[src/pkg/cdsm_consts.svh]
// Timing and count constants for the column driver sync monitor
`ifndef CDSM_CONSTS_SVH
`define CDSM_CONSTS_SVH

// Line strobes in one half frame
`define CDSM_STROBES_PER_HALF   81
// Frame cycles kept blank after a resync or reset release
`define CDSM_BLANK_FRAMES       4
// Frame pulses per frame
`define CDSM_PULSES_PER_FRAME   2
// Nominal line strobe period in ns (16 oscillator periods at about 190 kHz)
`define CDSM_STROBE_PERIOD_NS   84211
// Clock period in ns
`define CDSM_CLOCK_PERIOD_NS    20
// Clock cycles a slave holds the shared resync line low
`define CDSM_RESYNC_PULL_CYC    16
// Synchronised pin bit positions
`define CDSM_PIN_FRAME          0
`define CDSM_PIN_STROBE         1
`define CDSM_PIN_LVL_A          2
`define CDSM_PIN_LVL_B          3
`define CDSM_PIN_RESYNC         4
`define CDSM_PIN_BLANK          5
`define CDSM_PIN_MASTER         6
`define CDSM_PIN_COUNT          7
// Pin levels assumed in reset: slave, strobe low, active-low pins high
`define CDSM_PIN_IDLE           7'h3d

`endif

[src/pkg/cdsm_pkg.sv]
// Types for the column driver sync monitor
package cdsm_pkg;

    // Monitor state, Gray coded along idle, pull, hold, blank
    typedef enum logic [1:0] {
        CDSM_IDLE  = 2'h0,
        CDSM_PULL  = 2'h1,
        CDSM_HOLD  = 2'h3,
        CDSM_BLANK = 2'h2
    } cdsm_state_t;

endpackage

[src/hw/cdsm_timing_gen.sv]
// Local display timing generator: strobe index, half frame, level selects
`timescale 1ns/1ns
`default_nettype none
`include "cdsm_consts.svh"

module cdsm_timing_gen #(
    parameter int STROBES = `CDSM_STROBES_PER_HALF
) (
    input  wire logic       clock,
    input  wire logic       rst_n,
    input  wire logic       clear,
    input  wire logic       step,
    output logic [6:0]      idx_r,
    output logic [1:0]      half_r,
    output logic            frame_pulse_n_r,
    output logic            lvl_a_r,
    output logic            lvl_b_r
);

    // Refuse strobe counts the 7-bit index cannot hold
    if (STROBES < 2 || STROBES > 128) begin : g_bad_strobes
        $error("cdsm_timing_gen: STROBES out of range");
    end

    localparam logic [6:0] LAST_IDX = 7'(STROBES - 1);

    // Strobe index and half frame count, cleared while resync is low
    always_ff @(posedge clock or negedge rst_n) begin
        if (!rst_n) begin
            idx_r  <= 7'h00;
            half_r <= 2'h0;
        end else if (clear) begin
            idx_r  <= 7'h00;
            half_r <= 2'h0;
        end else if (step) begin
            if (idx_r == LAST_IDX) begin
                idx_r  <= 7'h00;
                half_r <= half_r + 2'h1;
            end else begin
                idx_r <= idx_r + 7'h01;
            end
        end
    end

    // Frame pulse low during the first strobe of each half frame
    always_ff @(posedge clock or negedge rst_n) begin
        if (!rst_n) begin
            frame_pulse_n_r <= 1'b1;
        end else begin
            frame_pulse_n_r <= (idx_r != 7'h00) || clear;
        end
    end

    // Level select pattern over four half frames
    always_ff @(posedge clock or negedge rst_n) begin
        if (!rst_n) begin
            lvl_a_r <= 1'b1;
            lvl_b_r <= 1'b1;
        end else begin
            lvl_a_r <= ~half_r[1];
            lvl_b_r <= ~idx_r[0] ^ (half_r[0] ^ half_r[1]);
        end
    end
endmodule // cdsm_timing_gen

`default_nettype wire

[src/hw/cdsm_monitor.sv]
// Column driver sync monitor: level-select compare, shared resync, blanking
// Notes on behaviour
// - Slave compares received level selects with own
// - A slave mismatch outside blanking pulls shared resync line low
// - Resync low resets display timing to start
// - Blank while resync low plus four frames
// - Compare only at frame pulse rising edge
// - One master drives frame, strobe, level selects
// - Resync stops timing, clears index, half frame and divider
// - Master: two frame pulses, 81 strobes per half
`timescale 1ns/1ns
`default_nettype none
`include "cdsm_consts.svh"

module cdsm_monitor #(
    parameter int STROBE_DIV = `CDSM_STROBE_PERIOD_NS / `CDSM_CLOCK_PERIOD_NS,
    parameter int PULL_CYC   = `CDSM_RESYNC_PULL_CYC
) (
    input  wire logic       clock,
    input  wire logic       rst_n,
    input  wire logic       master_select,
    input  wire logic       display_blank_n,
    input  wire logic       frame_pulse_n_in,
    output logic            frame_pulse_n_out,
    output logic            frame_pulse_n_oe,
    input  wire logic       line_strobe_in,
    output logic            line_strobe_out,
    output logic            line_strobe_oe,
    input  wire logic       row_level_sel_a_in,
    output logic            row_level_sel_a_out,
    output logic            row_level_sel_a_oe,
    input  wire logic       row_level_sel_b_in,
    output logic            row_level_sel_b_out,
    output logic            row_level_sel_b_oe,
    input  wire logic       resync_request_n_in,
    output logic            resync_request_n_out,
    output logic            resync_request_n_oe,
    output logic            blank_out_n_r
);

    // Refuse values the divider and pull counters cannot hold
    if (STROBE_DIV < 4 || STROBE_DIV > 65535 ||
        PULL_CYC < 8 || PULL_CYC > 255) begin : g_bad_params
        $error("cdsm_monitor: parameter out of range");
    end

    localparam int          NP         = `CDSM_PIN_COUNT;
    localparam logic [15:0] DIV_LAST   = 16'(STROBE_DIV - 1);
    localparam logic [15:0] DIV_HALF   = 16'(STROBE_DIV / 2);
    localparam logic [7:0]  PULL_LAST  = 8'(PULL_CYC - 1);
    localparam logic [3:0]  BLANK_HALF = 4'(`CDSM_BLANK_FRAMES * `CDSM_PULSES_PER_FRAME);

    logic [NP-1:0]       s1_r;
    logic [NP-1:0]       s2_r;
    logic [NP-1:0]       s3_r;
    logic [NP-1:0]       pin_r;
    logic [NP-1:0]       pin_prev_r;
    logic [15:0]         div_r;
    logic                strobe_r;
    logic                step;
    logic                resync_low;
    logic                is_master;
    logic                frame_rise;
    logic                loc_frame_prev_r;
    logic                mismatch;
    logic [6:0]          idx;
    logic [1:0]          half;
    logic                loc_frame_n;
    logic                lvl_a;
    logic                lvl_b;
    logic                oe_r;
    logic [7:0]          pull_cnt_r;
    logic [3:0]          blank_cnt_r;
    cdsm_pkg::cdsm_state_t state_r;
    cdsm_pkg::cdsm_state_t state_nxt;

    // Three-stage pin synchronisers; reset to idle levels so that a slave
    // never drives after reset and the first strobe rise is counted
    always_ff @(posedge clock or negedge rst_n) begin
        if (!rst_n) begin
            s1_r <= `CDSM_PIN_IDLE;
            s2_r <= `CDSM_PIN_IDLE;
            s3_r <= `CDSM_PIN_IDLE;
        end else begin
            s1_r <= {master_select, display_blank_n, resync_request_n_in,
                     row_level_sel_b_in, row_level_sel_a_in, line_strobe_in,
                     frame_pulse_n_in};
            s2_r <= s1_r;
            s3_r <= s2_r;
        end
    end

    // Accept a pin change once the second and third stages agree
    always_ff @(posedge clock or negedge rst_n) begin
        if (!rst_n) begin
            pin_r      <= `CDSM_PIN_IDLE;
            pin_prev_r <= `CDSM_PIN_IDLE;
        end else begin
            for (int i = 0; i < NP; i++) begin
                if (s2_r[i] == s3_r[i]) begin
                    pin_r[i] <= s3_r[i];
                end
            end
            pin_prev_r <= pin_r;
        end
    end

    assign is_master  = pin_r[`CDSM_PIN_MASTER];
    assign resync_low = !pin_r[`CDSM_PIN_RESYNC];

    // Oscillator divider, stopped while resync is low
    always_ff @(posedge clock or negedge rst_n) begin
        if (!rst_n) begin
            div_r    <= 16'h0000;
            strobe_r <= 1'b0;
        end else if (resync_low) begin
            div_r    <= 16'h0000;
            strobe_r <= 1'b0;
        end else begin
            div_r    <= (div_r == DIV_LAST) ? 16'h0000 : div_r + 16'h0001;
            strobe_r <= (div_r < DIV_HALF);
        end
    end

    // Master steps on its own divider, slave on the received strobe rise
    assign step = is_master ? (div_r == DIV_LAST)
                            : (pin_r[`CDSM_PIN_STROBE] && !pin_prev_r[`CDSM_PIN_STROBE]);

    cdsm_timing_gen #(
        .STROBES         (`CDSM_STROBES_PER_HALF)
    ) u_gen (
        .clock           (clock),
        .rst_n           (rst_n),
        .clear           (resync_low),
        .step            (step),
        .idx_r           (idx),
        .half_r          (half),
        .frame_pulse_n_r (loc_frame_n),
        .lvl_a_r         (lvl_a),
        .lvl_b_r         (lvl_b)
    );

    // Local frame edge history for master mode
    always_ff @(posedge clock or negedge rst_n) begin
        if (!rst_n) begin
            loc_frame_prev_r <= 1'b1;
        end else begin
            loc_frame_prev_r <= loc_frame_n;
        end
    end

    // Rising edge of the frame pulse in use
    assign frame_rise = is_master ? (loc_frame_n && !loc_frame_prev_r)
                                  : (pin_r[`CDSM_PIN_FRAME] && !pin_prev_r[`CDSM_PIN_FRAME]);

    // Any difference between received and local level selects
    assign mismatch = (pin_r[`CDSM_PIN_LVL_A] != lvl_a) || (pin_r[`CDSM_PIN_LVL_B] != lvl_b);

    // Next monitor state
    always_comb begin
        state_nxt = state_r;
        case (state_r)
            cdsm_pkg::CDSM_IDLE: begin
                if (resync_low) begin
                    state_nxt = cdsm_pkg::CDSM_HOLD;
                end else if (frame_rise && !is_master && mismatch) begin
                    state_nxt = cdsm_pkg::CDSM_PULL;
                end
            end
            cdsm_pkg::CDSM_PULL: begin
                if (pull_cnt_r == PULL_LAST) begin
                    state_nxt = cdsm_pkg::CDSM_HOLD;
                end
            end
            cdsm_pkg::CDSM_HOLD: begin
                if (!resync_low) begin
                    state_nxt = cdsm_pkg::CDSM_BLANK;
                end
            end
            cdsm_pkg::CDSM_BLANK: begin
                if (resync_low) begin
                    state_nxt = cdsm_pkg::CDSM_HOLD;
                end else if (frame_rise && blank_cnt_r == 4'h1) begin
                    state_nxt = cdsm_pkg::CDSM_IDLE;
                end
            end
            default: begin
                state_nxt = cdsm_pkg::CDSM_IDLE;
            end
        endcase
    end

    // State register; after reset the display is held blank too
    always_ff @(posedge clock or negedge rst_n) begin
        if (!rst_n) begin
            state_r <= cdsm_pkg::CDSM_BLANK;
        end else begin
            state_r <= state_nxt;
        end
    end

    // Pull width counter and blanking frame counter
    always_ff @(posedge clock or negedge rst_n) begin
        if (!rst_n) begin
            pull_cnt_r  <= 8'h00;
            blank_cnt_r <= BLANK_HALF;
        end else begin
            pull_cnt_r <= (state_r == cdsm_pkg::CDSM_PULL) ? pull_cnt_r + 8'h01 : 8'h00;
            if (state_r != cdsm_pkg::CDSM_BLANK) begin
                blank_cnt_r <= BLANK_HALF;
            end else if (frame_rise && blank_cnt_r != 4'h0) begin
                blank_cnt_r <= blank_cnt_r - 4'h1;
            end
        end
    end

    // Pin drivers: shared line pulled only while pulling, master pins by mode
    always_ff @(posedge clock or negedge rst_n) begin
        if (!rst_n) begin
            resync_request_n_out <= 1'b1;
            resync_request_n_oe  <= 1'b0;
            oe_r                 <= 1'b0;
            blank_out_n_r        <= 1'b0;
        end else begin
            resync_request_n_out <= (state_nxt != cdsm_pkg::CDSM_PULL);
            resync_request_n_oe  <= (state_nxt == cdsm_pkg::CDSM_PULL);
            oe_r                 <= is_master;
            blank_out_n_r        <= pin_r[`CDSM_PIN_BLANK] && (state_r == cdsm_pkg::CDSM_IDLE);
        end
    end

    assign frame_pulse_n_out   = loc_frame_n;
    assign frame_pulse_n_oe    = oe_r;
    assign line_strobe_out     = strobe_r;
    assign line_strobe_oe      = oe_r;
    assign row_level_sel_a_out = lvl_a;
    assign row_level_sel_a_oe  = oe_r;
    assign row_level_sel_b_out = lvl_b;
    assign row_level_sel_b_oe  = oe_r;
endmodule // cdsm_monitor

`default_nettype wire

[config.mk]
export PLATFORM = sky130hd
export DESIGN_NAME = cdsm_monitor
export DESIGN_NICKNAME = d
export VERILOG_FILES = /design/src/pkg/cdsm_pkg.sv /design/src/hw/cdsm_timing_gen.sv /design/src/hw/cdsm_monitor.sv
export VERILOG_INCLUDE_DIRS = /design/src /design/src/pkg
export SDC_FILE = /design/constraint.sdc
export NUM_CORES = 1
export LEC_CHECK = 0
export BUFFER_PORTS_ARGS = -buffer_cell sky130_fd_sc_hd__buf_2
export CAP_MARGIN = 5
export CORE_ASPECT_RATIO = 0.5
export CORE_MARGIN = 2
export CORE_UTILIZATION = 55
export CTS_CLUSTER_SIZE = 30
export DETAILED_ROUTE_END_ITERATION = 6
export PLACE_DENSITY = 0.73
export REMOVE_ABC_BUFFERS = 1
export SYNTH_ARGS = -nofsm -noshare
export SYNTH_HDL_FRONTEND = slang
export SYNTH_HIERARCHICAL = 1
export SYNTH_SLANG_ARGS = --single-unit
[constraint.sdc]
create_clock -name clock -period 3.17 [get_ports clock]
set_input_delay 0.1585 -clock clock [delete_from_list [all_inputs] [get_ports clock]]
set_output_delay 0.1585 -clock clock [all_outputs]
set_load 0.01 [all_outputs]
Word-level counts from Yosys, hierarchy flattened
Cells that the tools add are included.
{"block": "totals", "ff_bits": 78, "input_bits": 9, "output_inout_bits": 11, "elab_cells": 98}
{"block": "classes", "addsub": 5, "magnitude_cmp": 1, "eq_ne": 21, "muxes": 21, "bitwise_logic": 4, "reduce_logical": 20}
{"op": "16-bit 2-to-1 mux", "n": 2}
{"op": "7-bit 2-to-1 mux", "n": 3}
{"op": "2-bit 2-to-1 mux", "n": 9}
{"op": "16-bit by 1-bit adder with 16-bit output, second input constant", "n": 1}
{"op": "16-bit by 13-bit == test with 1-bit output, second input constant", "n": 1}
{"op": "16-bit by 12-bit less-than comparator with 1-bit output, second input constant", "n": 1}
{"op": "8-bit by 1-bit adder with 8-bit output, second input constant", "n": 1}
{"op": "8-bit by 4-bit == test with 1-bit output, second input constant", "n": 1}
{"op": "1-bit logical AND", "n": 8}
{"op": "4-bit 2-to-1 mux", "n": 2}
{"op": "8-bit 2-to-1 mux", "n": 1}
{"op": "2-bit one-hot mux with 4 select lines", "n": 1}
{"op": "7-bit by 1-bit adder with 7-bit output, second input constant", "n": 1}
{"op": "1-bit == test", "n": 7}
{"op": "7-bit == test, second input constant", "n": 1}
{"op": "7-bit nonzero test", "n": 1}
{"op": "2-bit by 1-bit inequality test with 1-bit output, second input constant", "n": 3}
{"op": "1-bit zero test", "n": 5}
{"op": "2-bit by 1-bit == test with 1-bit output, second input constant", "n": 2}
{"op": "2-bit == test, second input constant", "n": 2}
{"op": "4-bit by 1-bit == test with 1-bit output, second input constant", "n": 1}
{"op": "4-bit nonzero test", "n": 1}
{"op": "4-bit by 1-bit subtractor with 4-bit output, second input constant", "n": 1}
{"op": "1-bit 2-to-1 mux", "n": 3}
{"op": "9 further kinds", "n": 13}

Depth between registers and ports, before layout
{"block": "depth", "word_depth": 9, "depth_mapped": 9, "depth_no_buf": 8}

By module
The synthesis kept the hierarchy.
{"mod": "cdsm_monitor", "instances": 1, "cells_each": 212, "area_each_um2": 2630.0, "seq_area_each_um2": 1682.9}
{"mod": "cdsm_timing_gen", "instances": 1, "cells_each": 58, "area_each_um2": 606.8, "seq_area_each_um2": 304.0}

Worst setup path after synthesis
Ideal clock, no wire load.
{"block": "synth_path", "path_type": "reg-to-reg", "startpoint": "reg div_r[7]", "endpoint": "reg u_gen.half_r[0]", "setup_time_ns": 0.125, "arrival_ns": 2.194, "required_ns": 3.045, "path_slack_ns": 0.851, "stages_incl_launch_ff": 8, "path_buffers": 1, "period_less_slack_ns": 2.319, "cell_sequence": "dfrtp_1 or4_4 nor4_1 a21o_1 clkbuf_1 inv_1 nor3_4 mux2_2"}
{"block": "synth_between", "elab_chain_len": 4}
{"element": "start, declared", "line": "cdsm_monitor.sv:58", "source": "logic [15:0] div_r;"}
{"element": "start signal, assigned", "line": "cdsm_monitor.sv:120", "source": "div_r <= (div_r == DIV_LAST) ? 16'h0000 : div_r + 16'h0001;"}
{"element": "16-bit by 13-bit == test with 1-bit output", "line": "cdsm_monitor.sv:126", "source": "assign step = is_master ? (div_r == DIV_LAST)"}
{"element": "1-bit 2-to-1 mux", "line": "cdsm_monitor.sv:126"}
{"element": "via step", "line": "cdsm_monitor.sv:60", "source": "logic step;"}
{"element": "2-bit by 1-bit inequality test with 1-bit output (no source line)"}
{"element": "2-bit AND reduction (no source line)"}
{"element": "end signal, assigned", "line": "cdsm_timing_gen.sv:38", "source": "half_r <= half_r + 2'h1;"}
{"element": "end, declared", "line": "cdsm_timing_gen.sv:14", "source": "output logic [1:0] half_r,"}
The timed path passes the listed nets, and every way through them passes these cells.
A chain may end at the register's enable or synchronous reset.

Worst setup path after layout
Same ends and word-level chain as after synthesis.

==> results.json <==
{
  "seqPwrFrac": 0.511,
  "setup_viol": 0,
  "first_global_vias": 2076,
  "synth-edff-count": 0,
  "die_h_um": 58.2,
  "clock.fmax_mhz": 404,
  "grt_pass1_wl_mm": 9.13,
  "yosys-top-cells-area": "dfrtp_1 (39%), dfstp_2 (23%), xnor2_1 (5.1%), nor2_1 (4.4%), ha_1 (3.1%)",
  "place_inst": 354,
  "p_sw_frac": 0.235,
  "critPathKind": "reg2reg",
  "cts_tree": "done",
  "pwr_density_cell_nw_per_um2": 587,
  "postSynth.asyncResetShare": 1.00,
  "fin_skew_ns": 0.00420,
  "clockPowerShare": 0.413,
  "grt_start_max_net_pins": 79,
  "n_fill_cell": 417,
  "p_sw_w": 0.000513,
  "internal_power_w": 0.00167,
  "clk_path_buf_depth": 2,
  "syn_area_um2": 3240,
  "stdcell_count": 376,
  "hold_path.class": "in2async",
  "required_ns": 3.38,
  "synth_top_area_cell": "dfrtp_1",
  "cts-buffers-inserted": 9,
  "cp-start-kind": "flop",
  "synth_top_area_share": 0.387,
  "syn_area_per_cell_um2": 12.0,
  "cp-end-kind": "flop",
  "initial_utilization": 0.579,
  "ir_drop_uv": 427,
  "final_max_slew_viol_count": 0,
  "cp_max_fo": 8,
  "violations": "negative hold slack",
  "clkTransAtPathRegs_ns": 0.06,
  "arrival_ns": 2.69,
  "maxSlewHeadroom": 0.393,
  "die_area_um2": 6550,
  "rsz0062_at_grt": "false",
  "drt-total-wl_mm": 5.14,
  "first_iter_violations": 160,
  "drive_gt1_frac": 0.221,
  "multi_input_area_um2": 1140,
  "critical-path-top-delay-family": "simple AND/OR/NAND/NOR gates",
  "port_buffers": 19,
  "cap_violations": 0,
  "drc": 0,
  "insertedDiodeCount": 0,
  "overflow": 0,
  "hold_slack_ns": -0.0447,
  "layout_common_cells": "dfrtp_1 (50), nor2_1 (38), dfstp_2 (28)",
  "rows": 19,
  "slowest_delay_ns": 0.59,
  "syn_inst": 270,
  "post_cts_buffers": 0,
  "critPathSlowestCell": "or4_4",
  "finalHoldViolCount": 40,
  "core_region_area_um2": 5590,
  "outcome": "finished with violations",
  "via_per_inst": 5.34,
  "combPwrFrac": 0.076,
  "cts_root_buf": "clkbuf_16",
  "period_minus_slack_ns": 2.47,
  "ys_warn_count": 6,
  "nets": 316,
  "power.static_leakage_nw": 1.56,
  "drtAntennaViolNets": 0,
  "fin_tns_setup_ns": 0,
  "die_w_um": 112,
  "cts_sinks": 78,
  "synth-seq-cells": 78,
  "layout_worst_path_cycle_share": 0.781,
  "clock_latency_ns": 0.33,
  "gp_congestion": 0.849,
  "vias": 2007,
  "synth_cell_types": 42,
  "synthFlopType": "dfrtp_1",
  "path_cells": "or4_4, nor4_1, a21o_1, inv_1, nor3_4, mux2_2",
  "ys_seq_area_frac": 0.614,
  "htree_levels": 3,
  "dr.pass1.iters": 4,
  "ios": 20,
  "mostFrequentLayoutCell": "dfrtp_1",
  "antenna_found_initial": 0,
  "tightest_slew_ns": 0.911,
  "cp_num_buf_inv": 1,
  "seq_area_um2": 1990,
  "area_growth_pct": 14.7,
  "wire_per_inst_um": 13.7,
  "dp_hpwl_mm": 3.45,
  "track_usage": 0.182
}
==> cells in the mapped netlist (2+ instances only) <==
cell and instances:
ha_1 8, xnor2_1 19, inv_1 16, nand4_1 7, nor2b_1 4, a211oi_1 3, nor3_1 6, nand3_1 7
o211ai_1 2, o21ai_0 3, clkbuf_1 4, nand2b_1 3, nor4_1 7, nor3b_1 2, nand2_1 9, dfstp_2 28
and3_1 3, nor2_1 38, and3b_1 2, buf_4 3, xor2_1 9, and2_1 2, a21oi_1 7, dfrtp_1 50
or3_1 4, o2111ai_1 2, maj3_1 7
==> final cells by class <==
class | instances | area share
Clock buffer | 10 | 0.0617
Clock inverter | 5 | 0.00977
Inverter | 16 | 0.0162
Multi-Input combinational cell | 168 | 0.307
Sequential cell | 78 | 0.535
Tap cell | 73 | 0.0246
Timing Repair Buffer | 26 | 0.0452
==> flip-flops by register name, summed over array words and instances, names as in the netlist, 4 cells and up <==
name	count
s1_r	7
pull_cnt_r	8
s2_r	7
s3_r	7
pin_r	7
u_gen/idx_r	7
blank_cnt_r	4
div_r	16
==> cell families after synthesis <==
logic type	after synthesis	share of synthesized area
simple gates	98	0.158
flops	78	0.614
xor+xnor	28	0.0758
compound gates	25	0.0599
buf+inv	24	0.0336
fa+ha+maj	15	0.0526
mux	2	0.00657
==> stage by stage <==
step	util	total power [W]	cell area [µm²]	setup WS [ns]
floorplan	-	0.00123	3190	0.979
global placement	0.604	0.00128	3380	0.852
detailed placement	0.604	0.00129	3380	0.738
CTS	0.665	0.00221	3710	0.719
global route	0.665	0.00229	3710	0.590
finish	0.665	0.00218	3710	0.696
==> routing by layer <==
metal | up-vias | wire (µm) | global-route usage
met5 | - | 0 | 0
met4 | 0 | 52 | 0.0645
met3 | 6 | 176 | 0.0659
met2 | 20 | 2590 | 0.312
met1 | 998 | 2320 | 0.217
li1 | 983 | - | -
==> power by group through the flow <==
stage               clock (W)  combinational [W]  sequential [W]
floorplan                   0           0.000102         0.00112
global placement            0           0.000156         0.00113
detailed placement          0           0.000162         0.00113
CTS                  0.000927           0.000169         0.00111
global route         0.000974           0.000194         0.00112
finish               0.000900           0.000167         0.00111
==> path summary, 6_finish.rpt <==
kind	startpoint	end	slack, ns	cells after the start
min in group clock	s1_r[3]$_DFF_PN1_	s2_r[3]$_DFF_PN1_	0.35	0
max reg2reg	div_r[7]$_DFF_PN0_	u_gen/half_r[0]$_DFFE_PN0P_	0.70	6
min reg2reg	s1_r[3]$_DFF_PN1_	s2_r[3]$_DFF_PN1_	0.35	0
max	div_r[7]$_DFF_PN0_	u_gen/half_r[0]$_DFFE_PN0P_	0.70	6
max in group asynchronous	rst_n	pull_cnt_r[5]$_DFF_PN0_	2.61	1
min	rst_n	div_r[2]$_DFF_PN0_	-0.04	1
==> timing repair <==
| item | CTS | global route |
|---|---|---|
| gates resized for setup | 0 | 0 |
| hold buffers | 7 | 0 |
| endpoints found under the hold margin | 7 | 0 |
==> worst register-to-register path, delay by kind of cell, from the launching register on <==
kind | cells | cell delay (ns)
multiplexers | 1 | 0.35
buffers and inverters | 1 | 0.15
AND/OR/NAND/NOR | 3 | 1.09
flip-flops | 1 | 0.43
AO/OA/AOI/OAI | 1 | 0.34
(Power assumes the default switching activity.)
